<file path="src/rtl/pnp_pkg.sv">
// Constants, register map and state types of the configuration-memory sequencer.
// Assumes both ends share one clock and meet through pnp_link_if.
package pnp_pkg;

  // ****************************************
  // Device register map
  // ****************************************
  localparam int          DATA_W        = 8;
  localparam int          RAIL_COUNT    = 7;
  localparam int          NVM_COUNT     = 5;
  localparam logic [7:0]  REG_ACTIVE_EN = 8'h02;
  localparam logic [7:0]  REG_STBY_EN   = 8'h21;
  localparam logic [7:0]  REG_LDO1_CFG  = 8'h07;
  localparam logic [7:0]  REG_LDO2_CFG  = 8'h06;
  localparam logic [7:0]  REG_PIN_CFG   = 8'h44;
  localparam logic [7:0]  REG_SAVE      = 8'h34;
  localparam logic [7:0]  SAVE_CODE     = 8'h0a;
  localparam logic [7:0]  REG_STATUS    = 8'h40;
  localparam logic [7:0]  REG_OFF_REQ   = 8'h41;
  localparam logic [7:0]  REG_UNLOCK    = 8'h42;
  localparam logic [7:0]  REG_VALIDATE  = 8'h43;

  // Index of each stored register in the shadow arrays
  localparam int IDX_ACTIVE = 0;
  localparam int IDX_STBY   = 1;
  localparam int IDX_LDO1   = 2;
  localparam int IDX_LDO2   = 3;
  localparam int IDX_PIN    = 4;
  localparam logic [7:0] NVM_ADDR [NVM_COUNT] = '{8'h02, 8'h21, 8'h07, 8'h06, 8'h44};
  localparam logic [7:0] NVM_RESET [NVM_COUNT] = '{8'h00, 8'h00, 8'h00, 8'h00, 8'h01};

  // Field positions
  localparam int LSW_BIT      = 7;
  localparam int BYP_BIT      = 6;
  localparam int PIN_PB_BIT   = 0;
  localparam int PIN_AUTO_BIT = 1;
  localparam int PIN_STBY_BIT = 2;
  localparam int ST_UNLK_BIT  = 2;
  localparam int ST_MATCH_BIT = 3;
  localparam int ST_VDONE_BIT = 4;

  typedef enum logic [1:0] {
    PNP_OFF     = 2'b00,
    PNP_INIT    = 2'b01,
    PNP_ACTIVE  = 2'b10,
    PNP_STANDBY = 2'b11
  } pnp_state_type;

  typedef enum logic [1:0] {
    PNP_LDO_MODE    = 2'b00,
    PNP_BYPASS_MODE = 2'b01,
    PNP_LSW_MODE    = 2'b10
  } pnp_ldo_mode_type;

  // ****************************************
  // Programmer register map on APB
  // ****************************************
  localparam logic [7:0] HOST_CMD    = 8'h00;
  localparam logic [7:0] HOST_TARGET = 8'h04;
  localparam logic [7:0] HOST_WDATA  = 8'h08;
  localparam logic [7:0] HOST_STATUS = 8'h0c;
  localparam int HS_BUSY_BIT  = 0;
  localparam int HS_DONE_BIT  = 1;
  localparam int HS_ERR_BIT   = 2;
  localparam int HS_PROG_BIT  = 3;
  localparam int HS_RDATA_LSB = 8;

  typedef enum logic [2:0] {
    PNP_OP_READ     = 3'b000,
    PNP_OP_WRITE    = 3'b001,
    PNP_OP_ENTER    = 3'b010,
    PNP_OP_SAVE     = 3'b011,
    PNP_OP_VALIDATE = 3'b100
  } pnp_op_type;

  typedef enum logic [1:0] {
    PNP_STEP_PROBE  = 2'b00,
    PNP_STEP_OFF    = 2'b01,
    PNP_STEP_UNLOCK = 2'b10,
    PNP_STEP_SINGLE = 2'b11
  } pnp_step_type;

endpackage : pnp_pkg

</file>
<file path="src/rtl/pnp_link_if.sv">
// Register-access link between the programmer and the device.
// Assumes a shared clock; the request stays up until ack pulses.
`timescale 1ns/1ps
interface pnp_link_if (
  input wire logic clock
);
  import pnp_pkg::*;

  logic              req;
  logic              write;
  logic [7:0]        addr;
  logic [DATA_W-1:0] wdata;
  logic [DATA_W-1:0] rdata;
  logic              ack;

  modport device (input req, input write, input addr, input wdata, output rdata, output ack);
  modport host   (output req, output write, output addr, output wdata, input rdata, input ack);
endinterface : pnp_link_if

</file>
<file path="src/rtl/pnp_device.sv">
// Device end: register map, configuration memory and power state machine.
// Assumes the programmer holds each request until ack and pins are synchronous.
//
// Local design decision: register access over the link from the programmer, not over APB.
`timescale 1ns/1ps
module pnp_device (
  // Clock and reset
  input  wire logic                      clock,
  input  wire logic                      rst_n,
  // Link to programmer
  pnp_link_if.device                     link,
  // Board pins
  input  wire logic                      systemSupply,
  input  wire logic                      powerOnRequestPin,
  input  wire logic                      modeStandbySelectPin,
  // Power outputs
  output logic [pnp_pkg::RAIL_COUNT-1:0] railEnable,
  output pnp_pkg::pnp_ldo_mode_type      ldo1Mode,
  output pnp_pkg::pnp_ldo_mode_type      ldo2Mode,
  output logic                           dischargeEnable,
  output logic                           oscEnable,
  output pnp_pkg::pnp_state_type         deviceState
);
  import pnp_pkg::*;

  // ****************************************
  // Link decode
  // ****************************************
  logic                    ackReg;
  logic [DATA_W-1:0]       rdataReg;
  logic                    unlockedReg;
  logic                    vDoneReg;
  logic                    vMatchReg;
  pnp_state_type           stateReg;
  pnp_state_type           stateNext;
  logic [DATA_W-1:0]       cfgReg [NVM_COUNT];
  logic [DATA_W-1:0]       nvmReg [NVM_COUNT];
  logic [NVM_COUNT-1:0]    cfgHit;
  logic [NVM_COUNT-1:0]    sameBits;
  logic [DATA_W-1:0]       readMux;
  logic [RAIL_COUNT-1:0]   railNext;

  // One strobe per request: ack in flight masks a second take
  wire take        = link.req & ~ackReg;
  wire wrStrobe    = take & link.write;
  wire rdStrobe    = take & ~link.write;
  wire offHit      = wrStrobe & (link.addr == REG_OFF_REQ);
  wire unlockHit   = wrStrobe & (link.addr == REG_UNLOCK);
  wire validateHit = wrStrobe & (link.addr == REG_VALIDATE);
  // Wrong codes and locked saves fall through without effect
  wire saveHit     = wrStrobe & (link.addr == REG_SAVE) & (link.wdata == SAVE_CODE)
                     & unlockedReg;
  wire supplyUp    = systemSupply;

  // Pin configuration fields
  wire pbMode      = cfgReg[IDX_PIN][PIN_PB_BIT];
  wire autoOn      = cfgReg[IDX_PIN][PIN_AUTO_BIT];
  wire stbyPinMode = cfgReg[IDX_PIN][PIN_STBY_BIT];
  // Push button asks for power on only while low; enable mode asks when high
  wire onRequest   = pbMode ? ~powerOnRequestPin : powerOnRequestPin;
  wire stbyAsk     = stbyPinMode & modeStandbySelectPin;

  // ****************************************
  // Volatile registers and their stored copies
  // ****************************************
  genvar gi;
  generate
    for (gi = 0; gi < NVM_COUNT; gi++) begin : g_store
      // Configuration writes count only once the unlock has been seen
      assign cfgHit[gi]   = wrStrobe & (link.addr == NVM_ADDR[gi]) & unlockedReg;
      assign sameBits[gi] = (cfgReg[gi] == nvmReg[gi]);

      // Losing the supply reloads the stored copy as the new default
      always_ff @(posedge clock) begin
        if (!rst_n) begin
          cfgReg[gi] <= NVM_RESET[gi];
        end else if (!supplyUp) begin
          cfgReg[gi] <= nvmReg[gi];
        end else if (cfgHit[gi]) begin
          cfgReg[gi] <= link.wdata;
        end
      end

      // Stored copy changes only on an accepted save
      always_ff @(posedge clock) begin
        if (!rst_n) begin
          nvmReg[gi] <= NVM_RESET[gi];
        end else if (saveHit) begin
          nvmReg[gi] <= cfgReg[gi];
        end
      end
    end
  endgenerate

  // ****************************************
  // Read data and handshake
  // ****************************************
  // Unmapped addresses read as zero
  always_comb begin
    readMux = '0;
    if (link.addr == REG_STATUS) begin
      readMux[1:0]         = stateReg;
      readMux[ST_UNLK_BIT] = unlockedReg;
      readMux[ST_MATCH_BIT] = vMatchReg;
      readMux[ST_VDONE_BIT] = vDoneReg;
    end
    for (int i = 0; i < NVM_COUNT; i++) begin
      if (link.addr == NVM_ADDR[i]) begin
        readMux = cfgReg[i];
      end
    end
  end

  // Ack follows the take by one cycle
  always_ff @(posedge clock) begin
    if (!rst_n) begin
      ackReg   <= 1'b0;
      rdataReg <= '0;
    end else begin
      ackReg   <= take;
      rdataReg <= rdStrobe ? readMux : rdataReg;
    end
  end

  // ****************************************
  // Unlock and validation flags
  // ****************************************
  // Unlock lasts until the supply drops, so a save can follow the edits
  always_ff @(posedge clock) begin
    if (!rst_n) begin
      unlockedReg <= 1'b0;
    end else if (!supplyUp) begin
      unlockedReg <= 1'b0;
    end else if (unlockHit) begin
      unlockedReg <= 1'b1;
    end
  end

  // Compare every stored register in one cycle
  always_ff @(posedge clock) begin
    if (!rst_n) begin
      vDoneReg  <= 1'b0;
      vMatchReg <= 1'b0;
    end else if (validateHit) begin
      vDoneReg  <= 1'b1;
      vMatchReg <= &sameBits;
    end else if (!supplyUp) begin
      vDoneReg  <= 1'b0;
      vMatchReg <= 1'b0;
    end
  end

  // ****************************************
  // Power state machine
  // ****************************************
  always_comb begin
    stateNext = stateReg;
    case (stateReg)
      PNP_OFF: begin
        if (supplyUp) begin
          // Without auto start the device waits initialized
          stateNext = autoOn ? PNP_ACTIVE : PNP_INIT;
        end
      end
      PNP_INIT: begin
        if (onRequest) begin
          stateNext = PNP_ACTIVE;
        end
      end
      PNP_ACTIVE: begin
        if (offHit) begin
          stateNext = PNP_INIT;
        end else if (stbyAsk) begin
          stateNext = PNP_STANDBY;
        end
      end
      PNP_STANDBY: begin
        if (offHit) begin
          stateNext = PNP_INIT;
        end else if (!stbyAsk) begin
          stateNext = PNP_ACTIVE;
        end
      end
      default: stateNext = PNP_OFF;
    endcase
    if (!supplyUp) begin
      stateNext = PNP_OFF;
    end
  end

  // Rails follow the state entered at this edge
  always_comb begin
    case (stateNext)
      PNP_ACTIVE:  railNext = cfgReg[IDX_ACTIVE][RAIL_COUNT-1:0];
      PNP_STANDBY: railNext = cfgReg[IDX_STBY][RAIL_COUNT-1:0];
      default:     railNext = '0;
    endcase
  end

  // Load switch wins over the bypass bit
  function automatic pnp_ldo_mode_type ldoModeOf(input logic [DATA_W-1:0] cfg);
    if (cfg[LSW_BIT]) begin
      return PNP_LSW_MODE;
    end
    return cfg[BYP_BIT] ? PNP_BYPASS_MODE : PNP_LDO_MODE;
  endfunction : ldoModeOf

  always_ff @(posedge clock) begin
    if (!rst_n) begin
      stateReg        <= PNP_OFF;
      railEnable      <= '0;
      ldo1Mode        <= PNP_LDO_MODE;
      ldo2Mode        <= PNP_LDO_MODE;
      dischargeEnable <= 1'b1;
      oscEnable       <= 1'b0;
    end else begin
      stateReg        <= stateNext;
      railEnable      <= railNext;
      ldo1Mode        <= ldoModeOf(cfgReg[IDX_LDO1]);
      ldo2Mode        <= ldoModeOf(cfgReg[IDX_LDO2]);
      dischargeEnable <= ~(unlockedReg | unlockHit);
      oscEnable       <= unlockedReg | unlockHit;
    end
  end

  assign deviceState = stateReg;
  assign link.ack    = ackReg;
  assign link.rdata  = rdataReg;

endmodule : pnp_device

</file>
<file path="src/flat_wrapper.sv">
// flat-port wrapper written by rule: the top's interface ports become plain ports
module pnp_device_flat import pnp_pkg::*;
  (clock, rst_n, systemSupply, powerOnRequestPin, modeStandbySelectPin, railEnable, ldo1Mode, ldo2Mode, dischargeEnable, oscEnable, deviceState, link_req, link_write, link_addr, link_wdata, link_rdata, link_ack);
  pnp_link_if link_i (.clock(clock));
  input  wire logic clock;
  input  wire logic rst_n;
  input  wire logic systemSupply;
  input  wire logic powerOnRequestPin;
  input  wire logic modeStandbySelectPin;
  output logic [pnp_pkg::RAIL_COUNT-1:0] railEnable;
  output pnp_pkg::pnp_ldo_mode_type ldo1Mode;
  output pnp_pkg::pnp_ldo_mode_type ldo2Mode;
  output logic dischargeEnable;
  output logic oscEnable;
  output pnp_pkg::pnp_state_type deviceState;
  input wire logic [$bits(link_i.req)-1:0] link_req;
  input wire logic [$bits(link_i.write)-1:0] link_write;
  input wire logic [$bits(link_i.addr)-1:0] link_addr;
  input wire logic [$bits(link_i.wdata)-1:0] link_wdata;
  output wire logic [$bits(link_i.rdata)-1:0] link_rdata;
  output wire logic [$bits(link_i.ack)-1:0] link_ack;
  assign link_i.req = link_req;
  assign link_i.write = link_write;
  assign link_i.addr = link_addr;
  assign link_i.wdata = link_wdata;
  assign link_rdata = link_i.rdata;
  assign link_ack = link_i.ack;
  pnp_device u_core (.clock(clock), .rst_n(rst_n), .link(link_i), .systemSupply(systemSupply), .powerOnRequestPin(powerOnRequestPin), .modeStandbySelectPin(modeStandbySelectPin), .railEnable(railEnable), .ldo1Mode(ldo1Mode), .ldo2Mode(ldo2Mode), .dischargeEnable(dischargeEnable), .oscEnable(oscEnable), .deviceState(deviceState));
endmodule
</file>
<file path="config.mk">
export PLATFORM = sky130hd
export DESIGN_NAME = pnp_device_flat
export DESIGN_NICKNAME = d
export VERILOG_FILES = /design/src/rtl/pnp_pkg.sv /design/src/rtl/pnp_link_if.sv /design/src/rtl/pnp_device.sv /design/src/flat_wrapper.sv
export SDC_FILE = /design/constraint.sdc
export NUM_CORES = 1
export LEC_CHECK = 0
export BUFFER_PORTS_ARGS = -buffer_cell sky130_fd_sc_hd__buf_4
export CORE_MARGIN = 4
export CORE_UTILIZATION = 35
export DETAILED_ROUTE_END_ITERATION = 10
export PLACE_DENSITY = 0.53
export SLEW_MARGIN = 10
export SYNTH_ARGS = -nofsm -noshare
export SYNTH_HDL_FRONTEND = slang
export SYNTH_SLANG_ARGS = --single-unit
</file>
<file path="constraint.sdc">
create_clock -name clock -period 5.5 [get_ports clock]
set_input_delay 0.275 -clock clock [delete_from_list [all_inputs] [get_ports clock]]
set_output_delay 0.275 -clock clock [all_outputs]
set_load 0.01 [all_outputs]
</file>
==> summary.txt <==
Run status
  • Status: finished, final reports clean

Routing
  • First DRT Iteration DRCs: around 520
  • DRC: 0
  • Routed wire length: 15.2 mm
  • Final ANT Viol Nets: 0
  • Vias: 3715
  • Wirelength per Cell: around 24 um
  • Vias per cell: 5.83
  • Pre-antenna DRT Iters: 5

Yosys
  • Area share of the largest cell type after synthesis: 46.9%
  • Post-synth EDFFs: 80
  • Synth Warn #: 0
  • Top-count cell post-synth: edfxtp_1
  • Net Count, Synth: roughly 440
  • Yosys reg bits: 107
  • Synth unique cells: 51
  • Synth top area cells: edfxtp_1, dfxtp_1, xnor2_1
  • Synth area leader: edfxtp_1
  • Post-synthesis sequential area ratio: between 50% and 60%
  • Commonest cells post-synth: edfxtp_1, and3_1, xnor2_1, a22o_1, dfxtp_1
  • Post-Syn Area per Cell: 12.3 um^2
  • Synth Instances: 416
  • Area of the mapped netlist: 0.00513 mm^2
  • Fraction of registers with async set/reset: 0%
  • Ys flop type: edfxtp_1

Worst setup path
  • Critical Path Start: rst_n
  • Critical path class: in -> reg
  • Worst path required time: 5.51 ns
  • Critical Path Fanout Max: 63
  • CP Launch Type: primary input
  • R2R setup slack: ~3.2 ns
  • Worst reg2reg path startpoint: u_core.link.ack
  • Crit path DAT: 2.55 ns
  • Crit path capture type: flip-flop

Floorplanning
  • Full die area: 0.0166 mm^2
  • Initial core utilization: 36.4%
  • Core Rows: 43
  • Die W: 129 um
  • Core area: around 0.014 mm^2
  • Die Height: 129 um
  • Top-Level Pins: 47

Timing
  • Final max-slew violation count: 0
  • Worst slew margin: around a quarter
  • Final critical-path required period: 2.54 ns
  • Setup-failing EPs final: 0
  • Actual slew at the worst max-slew pin: 1.13 ns
  • Worst Skew: approximately 0.0067 ns
  • Setup TNS: 0 ns
  • Period Utilization, post-route: 46.2%
  • Fin. Hold Viols: 0
  • Unrepaired setup endpoints after global routing: false
  • FMAX: 393 MHz

Power and ir drop
  • Leak Pwr: 2.23 nW
  • VDD IR max: ~0.15 mV
  • Total power: ~1.7 mW
  • Power Density: 290 mW/mm^2

Clock network
  • CTS Buffer Depth: 2
  • Num CTS Buffers: 9
  • Cts hold-fix bufs: 0
  • Clk_lat worst skew: 0.35 ns
  • Post-cts resize count: 0
  • Postcts setup bufs: 0
  • H-tree Lvls: 3
  • Clock Pin Slew Worst Setup and Hold Paths: 0.07 ns
  • Clock tree from TritonCTS: done
  • Clock Sink Count: 107
  • CTS root buffer: clkbuf_16

Placement
  • Post-DP HPWL: 10.7 mm
  • Port Buffers: 46
  • DP Cell Count: 621
  • Final RePlAce weighted congestion: 0.876

Global routing
  • Initial antenna violation count: 0
  • Vias in the first global route: 3584
  • GRT Total Usage: a little under a fifth
  • Largest net degree at the start of global routing: 64
  • First-pass GRT wire length: between 20 and 25 mm
  • Grt ovf: 0

Final layout
  • FILL cells: 1377
  • Area delta synth->final: 14.9%
  • Layout cells sized above 1: 18.4%
  • Final nets: 475
  • Final Non-Filler Cells: 637
  • N_diodes: 0

Min path
  • Worst Hold Class: in -> reg
  • Hold path start: systemSupply

Flow run
  • Number of max-cap violations: 0
## cell usage in the layout, fill, tap and decap left out, types with 6 or more instances in the layout
cell type	Yosys	final
nand3_1	12	12
nor2_1	24	24
mux2i_1	10	10
dfxtp_1	27	27
inv_1	6	6
a221oi_1	6	6
clkbuf_16	0	9
nand2b_1	9	8
a22o_1	40	40
buf_4	4	49
nand2_1	12	12
and2_1	6	6
edfxtp_1	80	80
xnor2_1	41	41
a21oi_1	7	7
and3_1	41	41
nand4_1	13	13
## worst paths after layout
kind	endpoint	cells past startpoint
max	u_core.cfgReg[1][6]	5
min	u_core.unlockedReg	2
max reg2reg	u_core.nvmReg[1][2]	4
min reg2reg	u_core.vMatchReg	2
## cell families after synthesis
| logic type | Yosys count | synth area share, % |
|---|---|---|
| AOI/OAI and AO/OA | 76 | 11.8 |
| xor gates and xnor gates | 41 | 7.01 |
| buffers and inverters | 30 | 2.68 |
| DFF | 107 | 57.4 |
| muxes | 14 | 2.83 |
| and+or+nand+nor | 148 | 18.2 |
## final cells by class
cell class / instances / area (um^2) / share of cell area (%)
Clock inverter: 7 / 51.3 / 0.871
Tap cell: 180 / 225 / 3.82
Inverter: 6 / 22.5 / 0.382
Sequential cell: 107 / 2940 / 49.9
Multi-Input combinational cell: 279 / 2060 / 34.9
Clock buffer: 9 / 225 / 3.82
Timing Repair Buffer: 49 / 368 / 6.24
## state kept, by name, indices dropped and copies added, names as in the netlist
register	count
u_core.cfgReg	40
u_core.deviceState	2
u_core.dischargeEnable	1
u_core.ldo1Mode	2
u_core.ldo2Mode	2
u_core.link.ack	1
u_core.link.rdata	8
u_core.nvmReg	40
u_core.oscEnable	1
u_core.railEnable	7
u_core.unlockedReg	1
u_core.vDoneReg	1
u_core.vMatchReg	1
## stage by stage
stage | setup WS, ns | cell area [um^2] | hold slack (ns) | utilization (%)
after CTS | 3.00 | 5890 | 0.163 | 41.8
final | 2.96 | 5890 | 0.168 | 41.8
after global placement | 2.65 | 5620 | 0.452 | 39.8
after floorplan | 3.11 | 5130 | 0.397 | -
after global routing | 2.82 | 5890 | 0.164 | 41.8
after detailed placement | 2.64 | 5620 | 0.454 | 39.8
## worst max-delay path, stage by stage
cell	delay, ns
buf_4	0.47
and2_1	0.55
nand3_4	0.27
nor2b_1	0.53
nand2b_1	0.44
## routing by layer
| metal | up-vias | share of wire (%) | global-route usage, % |
|---|---|---|---|
| li1 | 1666 | - | - |
| met3 | 23 | 8.4 | 4.53 |
| met4 | 0 | 1.9 | 4.26 |
| met1 | 1853 | 46 | 27.5 |
| met5 | - | 0 | 0 |
| met2 | 173 | 44 | 27.5 |
## power by group
part | switching (mW) | internal [mW] | leakage, nW
Clock | 0.308 | 0.311 | 0.142
Sequential | 0.0383 | 0.901 | 1.07
Combinational | 0.0906 | 0.0611 | 1.02
Power figures use the tool's default switching activity.
